`config.mk`:
```
export PLATFORM = sky130hd
export DESIGN_NAME = product_info_status_registers
export DESIGN_NICKNAME = d
export VERILOG_FILES = /design/src/hdl/prodinfo_pkg.sv /design/src/hdl/product_info_status_registers.sv
export SDC_FILE = /design/constraint.sdc
export NUM_CORES = 1
export LEC_CHECK = 0
export BUFFER_PORTS_ARGS = -buffer_cell sky130_fd_sc_hd__buf_2
export CAP_MARGIN = 20
export CORE_MARGIN = 4
export CORE_UTILIZATION = 51
export CTS_CLUSTER_SIZE = 25
export DETAILED_ROUTE_END_ITERATION = 8
export PLACE_DENSITY = 0.85
export RECOVER_POWER = 100
export SLEW_MARGIN = 20
export SYNTH_ARGS = -nofsm -noshare
export SYNTH_HDL_FRONTEND = slang
export SYNTH_SLANG_ARGS = --single-unit
```
`constraint.sdc`:
```
create_clock -name clk_i -period 2.9 [get_ports clk_i]
set_input_delay 0.435 -clock clk_i [delete_from_list [all_inputs] [get_ports clk_i]]
set_output_delay 0.435 -clock clk_i [all_outputs]
set_load 0.01 [all_outputs]
```
`src/hdl/prodinfo_pkg.sv`:
```
/*
 package for the product information register window: register numbers,
 field positions, reset values and the request and answer carriers.
 assumes register numbers are the raw address field of each request.
*/
package prodinfo_pkg;

   // ==========================================================
   // register numbers
   localparam logic [15:0] ADDR_LANGUAGE = 16'h400c;
   localparam logic [15:0] ADDR_FW_BUILD = 16'h400d;
   localparam logic [15:0] ADDR_SUPPORT = 16'h400f;
   localparam logic [15:0] ADDR_TIMEOUT = 16'h4010;
   localparam logic [15:0] ADDR_RSVD_A_LO = 16'h4011;
   localparam logic [15:0] ADDR_RSVD_A_HI = 16'h4013;
   localparam logic [15:0] ADDR_CONFIGURED = 16'h4014;
   localparam logic [15:0] ADDR_RSVD_B = 16'h4015;
   localparam logic [15:0] ADDR_ERR_FLAGS = 16'h4016;
   localparam logic [15:0] ADDR_ERR_LOC = 16'h4017;
   localparam logic [15:0] ADDR_RSVD_C_LO = 16'h4018;
   localparam logic [15:0] ADDR_RSVD_C_HI = 16'h401f;

   // ==========================================================
   // fields and values
   localparam logic [3:0] LANG_ENGLISH = 4'h0;
   localparam logic [3:0] LANG_MAX = 4'h9;
   localparam int SUPPORT_IO2_BIT = 0;
   localparam int CONFIGURED_BIT = 0;
   // bits 9, 14 and 15 of the error word never set
   localparam logic [15:0] ERR_VALID_MASK = 16'h3dff;
   localparam logic [15:0] TIMEOUT_MIN = 16'h01f4;
   localparam logic [15:0] TIMEOUT_RESET = 16'h02ee;
   localparam logic [15:0] ERR_FLAGS_RESET = 16'h0000;
   localparam logic [15:0] ERR_LOC_RESET = 16'h0000;
   localparam logic [15:0] RSVD_VALUE = 16'h0000;

   // ==========================================================
   // exception answers
   localparam logic [7:0] EXC_NONE = 8'h00;
   localparam logic [7:0] EXC_BAD_ADDR = 8'h02;
   localparam logic [7:0] EXC_BAD_VALUE = 8'h03;

   typedef struct packed {
      logic valid;
      logic write;
      logic [15:0] addr;
      logic [15:0] wdata;
   } reg_req_t;

   typedef struct packed {
      logic ack;
      logic [7:0] exc;
      logic [15:0] rdata;
   } reg_rsp_t;

   typedef struct packed {
      logic [15:0] set;
      logic [15:0] clr;
      logic [15:0] addr;
   } err_evt_t;

endpackage

```
`src/hdl/product_info_status_registers.sv`:
```
/*
 product information and status register window behind the request port.
 assumes the protocol engine hands one decoded register request at a time,
 and that status inputs come from logic on the same clock.
*/
// Functional notes
// language code also reports 7 Mandarin Chinese, 8 Russian, 9 Dutch
// language codes 0 through 6 as listed, default English zero
// product support word read-only, bit 0 second io card, rest reserved
// settings timeout read/write milliseconds, 500 to 65535, resets to 750
// configuration word read-only, bit 0 unit configured, default zero
// error word read-only, default zero, bits 0 to 7 settings errors
// error bits 8, 10 to 13 as listed, bit 14 reserved
// every reserved location reads back as zero
// access follows tags; writes to read-only locations are refused
// master uses listed register numbers as the request address field
// error address word captures the address of the latest flagged error
`timescale 1ns/1ps

module product_info_status_registers #(
   // arbitrary neutral build value
   parameter logic [15:0] FW_BUILD = 16'h0001
) (
   input wire logic clk_i,
   input wire logic rst_n_i,
   input wire prodinfo_pkg::reg_req_t req_i,
   input wire logic [3:0] language_i,
   input wire logic io2_installed_i,
   input wire logic unit_configured_i,
   input wire prodinfo_pkg::err_evt_t err_evt_i,
   output prodinfo_pkg::reg_rsp_t rsp_o,
   output logic [15:0] timeout_ms_o,
   output logic [15:0] error_flags_o
);

   // ==========================================================
   // state
   typedef struct packed {
      prodinfo_pkg::reg_rsp_t rsp;
      logic [15:0] timeout;
      logic [15:0] err_flags;
      logic [15:0] err_loc;
      logic [3:0] lang;
      logic io2;
      logic configured;
   } state_t;

   state_t state;
   state_t next_state;

   // ==========================================================
   // register classes
   typedef enum logic [3:0] {
      REG_LANGUAGE,
      REG_FW_BUILD,
      REG_SUPPORT,
      REG_TIMEOUT,
      REG_CONFIGURED,
      REG_ERR_FLAGS,
      REG_ERR_LOC,
      REG_RESERVED,
      REG_NONE
   } reg_sel_t;

   // ==========================================================
   // helpers
   function automatic logic in_range(input logic [15:0] a,
                                     input logic [15:0] lo,
                                     input logic [15:0] hi);
      in_range = (a >= lo) && (a <= hi);
   endfunction

   function automatic logic is_reserved(input logic [15:0] a);
      is_reserved = in_range(a, prodinfo_pkg::ADDR_RSVD_A_LO,
                             prodinfo_pkg::ADDR_RSVD_A_HI)
                    || (a == prodinfo_pkg::ADDR_RSVD_B)
                    || in_range(a, prodinfo_pkg::ADDR_RSVD_C_LO,
                                prodinfo_pkg::ADDR_RSVD_C_HI);
   endfunction

   // not used and out-of-window numbers fall to REG_NONE and are refused
   function automatic reg_sel_t decode(input logic [15:0] a);
      if (a == prodinfo_pkg::ADDR_LANGUAGE) begin
         decode = REG_LANGUAGE;
      end else if (a == prodinfo_pkg::ADDR_FW_BUILD) begin
         decode = REG_FW_BUILD;
      end else if (a == prodinfo_pkg::ADDR_SUPPORT) begin
         decode = REG_SUPPORT;
      end else if (a == prodinfo_pkg::ADDR_TIMEOUT) begin
         decode = REG_TIMEOUT;
      end else if (a == prodinfo_pkg::ADDR_CONFIGURED) begin
         decode = REG_CONFIGURED;
      end else if (a == prodinfo_pkg::ADDR_ERR_FLAGS) begin
         decode = REG_ERR_FLAGS;
      end else if (a == prodinfo_pkg::ADDR_ERR_LOC) begin
         decode = REG_ERR_LOC;
      end else if (is_reserved(a)) begin
         decode = REG_RESERVED;
      end else begin
         decode = REG_NONE;
      end
   endfunction

   function automatic prodinfo_pkg::reg_rsp_t read_word(input state_t s, input reg_sel_t sel);
      read_word = '0;
      read_word.ack = 1'b1;
      read_word.exc = prodinfo_pkg::EXC_NONE;
      case (sel)
         REG_LANGUAGE: begin
            // language read
            read_word.rdata = {12'h000, s.lang};
         end
         REG_FW_BUILD: begin
            read_word.rdata = FW_BUILD;
         end
         REG_SUPPORT: begin
            // io card bit
            read_word.rdata[prodinfo_pkg::SUPPORT_IO2_BIT] = s.io2;
         end
         REG_TIMEOUT: begin
            read_word.rdata = s.timeout;
         end
         REG_CONFIGURED: begin
            // configured bit
            read_word.rdata[prodinfo_pkg::CONFIGURED_BIT] = s.configured;
         end
         REG_ERR_FLAGS: begin
            read_word.rdata = s.err_flags;
         end
         REG_ERR_LOC: begin
            read_word.rdata = s.err_loc;
         end
         REG_RESERVED: begin
            // reserved reads zero
            read_word.rdata = prodinfo_pkg::RSVD_VALUE;
         end
         default: begin
            read_word.exc = prodinfo_pkg::EXC_BAD_ADDR;
         end
      endcase
   endfunction

   // ==========================================================
   // next state
   always_comb begin
      logic [15:0] err_set;
      reg_sel_t sel;
      err_set = 16'h0000;
      sel = REG_NONE;
      next_state = state;
      next_state.rsp.ack = 1'b0;
      next_state.rsp.exc = prodinfo_pkg::EXC_NONE;
      next_state.rsp.rdata = 16'h0000;

      // sample language code
      // unknown codes fall back to english so the master never sees junk
      if (language_i <= prodinfo_pkg::LANG_MAX) begin
         next_state.lang = language_i;
      end else begin
         next_state.lang = prodinfo_pkg::LANG_ENGLISH;
      end
      next_state.io2 = io2_installed_i;
      next_state.configured = unit_configured_i;

      // sticky error bits
      // set wins over clear so a same-cycle event is never lost
      err_set = err_evt_i.set & prodinfo_pkg::ERR_VALID_MASK;
      next_state.err_flags = ((state.err_flags & ~err_evt_i.clr) | err_set)
                             & prodinfo_pkg::ERR_VALID_MASK;

      // capture error address
      if (err_set != 16'h0000) begin
         next_state.err_loc = err_evt_i.addr;
      end

      // raw register number
      sel = decode(req_i.addr);
      if (req_i.valid) begin
         next_state.rsp.ack = 1'b1;
         if (!req_i.write) begin
            next_state.rsp = read_word(state, sel);
         end else begin
            if (sel == REG_TIMEOUT) begin
               // timeout write range
               if (req_i.wdata >= prodinfo_pkg::TIMEOUT_MIN) begin
                  next_state.timeout = req_i.wdata;
               end else begin
                  next_state.rsp.exc = prodinfo_pkg::EXC_BAD_VALUE;
               end
            end else begin
               // refuse read-only write
               // nothing stored, so a stray write cannot corrupt status
               next_state.rsp.exc = prodinfo_pkg::EXC_BAD_ADDR;
            end
         end
      end
   end

   // ==========================================================
   // registers
   always_ff @(posedge clk_i or negedge rst_n_i) begin
      if (!rst_n_i) begin
         state.rsp.ack <= 1'b0;
         state.rsp.exc <= prodinfo_pkg::EXC_NONE;
         state.rsp.rdata <= 16'h0000;
         // timeout reset value
         state.timeout <= prodinfo_pkg::TIMEOUT_RESET;
         // error word reset
         state.err_flags <= prodinfo_pkg::ERR_FLAGS_RESET;
         state.err_loc <= prodinfo_pkg::ERR_LOC_RESET;
         // default english
         state.lang <= prodinfo_pkg::LANG_ENGLISH;
         state.io2 <= 1'b0;
         // configured default
         state.configured <= 1'b0;
      end else begin
         state <= next_state;
      end
   end

   // ==========================================================
   // outputs
   assign rsp_o = state.rsp;
   assign timeout_ms_o = state.timeout;
   assign error_flags_o = state.err_flags;

endmodule

```
==> results.ini <==
[sta]
fin_tns_setup_ns=0
skew_ns=0.00825
setup_ws_ns=0.621
slew_viol_final=71
fin_crit_sh_pct=78.6
rsz0062_at_grt=no
slew_headroom_pct=-14.2
hold_viol_final=0
fmax_mhz=439
worst_pin_slew_ns=1.71
layout_min_cycle_time_ns=2.28
finalSetupViolCount=0

[floorplanning]
die_h_um=89.6
start_util_pct=53.1
fp.dieW_um=89.6
rows=29
die-area_um2=8020
top_level_ports=147
core_area_um2=6390

[grt]
grt_usage_pct=19.9
antenna_found_initial=0
grt_pass1_vias=2388
grt_max_degree=71
grt-ovfl-total=0
grt_pass1_wl_mm=11.9

[routing]
avgViaCountPerCell=5.38
wl_per_cell_um=17.2
drcViolationCount=0
initialDrtViolationCount=189
dr.pass1.iters=5
drt_wl_total_mm=7.98
num_vias=2492
ant_nets=0

[place]
routabilityCongestion=0.829
pre_cts_ws_ns=0.471
dp.final_hpwl_mm=6.09
portBuffers=131
dpl_cell_area_um2=3740
dp_cells=447

[worst_setup_path]
cp_slowest_cell=nor3_1
crit_chain=buf_2 > nor4_1 > nand2_1 > nor3_1 > buf_4 > a222oi_1 > nor2_1
required_ns=3.15
crit_path_end_kind=register
cp_data_arrival_time_ns=2.53
path_buf_inv=2
crit_type=in -> reg
crit_fanout=10
cp_top_family=simple AND/OR/NAND/NOR gates
start_kind=input pin
cpPeakStageDelay_ns=0.85

[synth]
synthArstFlopShare_pct=100
yosysTopAreaCell=dfrtp_1
post-synth-top-count-cell=dfrtp_1
yosys-top-cells-area=dfrtp_1, buf_4, mux2_2
synth_top_area_share_pct=46.5
synth_edf_count=0
syn-instance-count=293
yosysWarningCount=0
ys_types=43
synth_area_um2=3390
yosys_register_bits=70
syn_area_per_cell_um2=11.6
yosysSeqAreaShare_pct=51.9
synth_common_cells=dfrtp_1, buf_4, mux2_2, nor2_1
synthFlopType=dfrtp_1

[pwr]
seq_power_share_pct=54.8
p_leak_nw=1.77
pwr-share-clk_pct=36.4
p_int_mw=1.39
combPwrFrac_pct=8.8
p_per_area_nw_per_um2=489
switching_power_mw=0.481
ir_drop_uv=337
switching_share_pct=25.7

[clocking]
root_buffer=clkbuf_8
clk_latency_ns=0.33
cts.reportedPaths.clkPinSlew_ns=0.07
cts_resized=0
htreeDepth=3
clock_sinks=70
post-cts-setup-buffers=0
cts_tree=yes
clock_path_buffers=2
numCtsBuffers=9
cts-hold-fix-buffers=0

[cells_and_area]
fin_util_pct=60.0
stdcell_count=463
area_delta_synth_final_pct=12.9
antenna-diode-count=0
finalInstanceArea_um2=3830
drive_gt1_share_pct=37.8
final_nets=471

[status]
status=complete, but fails checks
failed_checks=max-capacitance violations, max-slew violations

[worst_hold_path]
hold_class=in -> reg

[flow_run]
max-cap-violations=1

registers in the layout, indices dropped and copies added, names as in the netlist:
name / flops
timeout_ms_o: 16
rsp_o: 19
state: 22
error_flags_o: 13
layout make-up:
type                    count  area (um2)
multi-input cells         151        1120
repair buffers            136         628
flip-flops and latches     70        1760
inverters                  13        48.8
fillers                   580        2550
well taps                  77        96.3
clock inverters             7        48.8
clock buffers               9         124
layer usage:
| metal | vias up | part of all wire [%] | track usage (%) |
|---|---|---|---|
| li1 | 1160 | - | - |
| met4 | 0 | 1.4 | 6.63 |
| met1 | 1196 | 41 | 26.5 |
| met3 | 13 | 7.3 | 4.06 |
| met5 | - | 0 | 0 |
| met2 | 123 | 50 | 32.4 |
kinds of logic (layout without fill, tap and decap cells):
kind of cell           after synthesis  count (layout)  synth area share [%]
AO/OA/AOI/OAI                       50              50                  11.2
buffers and inverters               80             165                  15.7
XOR/XNOR                             1               1                 0.258
AND/OR/NAND/NOR                     58              58                  9.89
flip-flops                          70              70                  51.9
other                                1               9                 0.111
multiplexers                        33              33                  11.0
power groups by stage:
| stage | combinational, mW | clock, mW | sequential, mW |
|---|---|---|---|
| detailed placement | 0.170 | 0 | 1.04 |
| finish | 0.164 | 0.682 | 1.03 |
| CTS | 0.171 | 0.697 | 1.03 |
| global placement | 0.165 | 0 | 1.04 |
| global route | 0.184 | 0.744 | 1.03 |
| floorplan | 0.0937 | 0 | 1.04 |
metrics by stage:
stage                     power, mW  hold slack [ns]
after global routing           1.96            0.187
final                          1.87            0.211
after floorplan                1.13            0.139
after CTS                      1.89            0.197
after global placement         1.21            0.489
after detailed placement       1.21            0.494
worst paths after layout:
check	startpoint	cells past startpoint	end	slack, ns
worst max-delay path	req_i[23]	7	rsp_o[10]$_DFF_PN0_	0.62
min in group asynchronous	rst_n_i	1	state[1]$_DFF_PN0_	0.55
worst max register to register	timeout_ms_o[0]$_DFFE_PN0P_	5	rsp_o[0]$_DFF_PN0_	1.66
max in group asynchronous	rst_n_i	1	state[9]$_DFFE_PN0P_	1.33
worst min-delay path	unit_configured_i	1	state[0]$_DFF_PN0_	0.21
worst min register to register	state[6]$_DFFE_PN0P_	1	state[6]$_DFFE_PN0P_	0.51
cells in the final DEF, fill, tap and decap left out, types with 2 or more instances in the layout:
cell type,instances
dfstp_2,5
nor3_1,5
nor2b_1,3
mux2_2,33
nand2b_1,4
clkbuf_1,50
o21ai_0,4
dfrtp_1,63
nand3_1,4
clkbuf_8,9
clkinvlp_4,4
conb_1,9
nor4_1,5
inv_1,13
dfstp_1,2
clkinv_2,2
buf_4,4
a222oi_1,9
nor3b_1,2
a31oi_1,3
a22oi_1,11
a21o_1,13
nand4_1,4
buf_2,81
a21oi_1,4
nor2_1,18
nand2_1,4
Power figures use the tool's default switching activity.
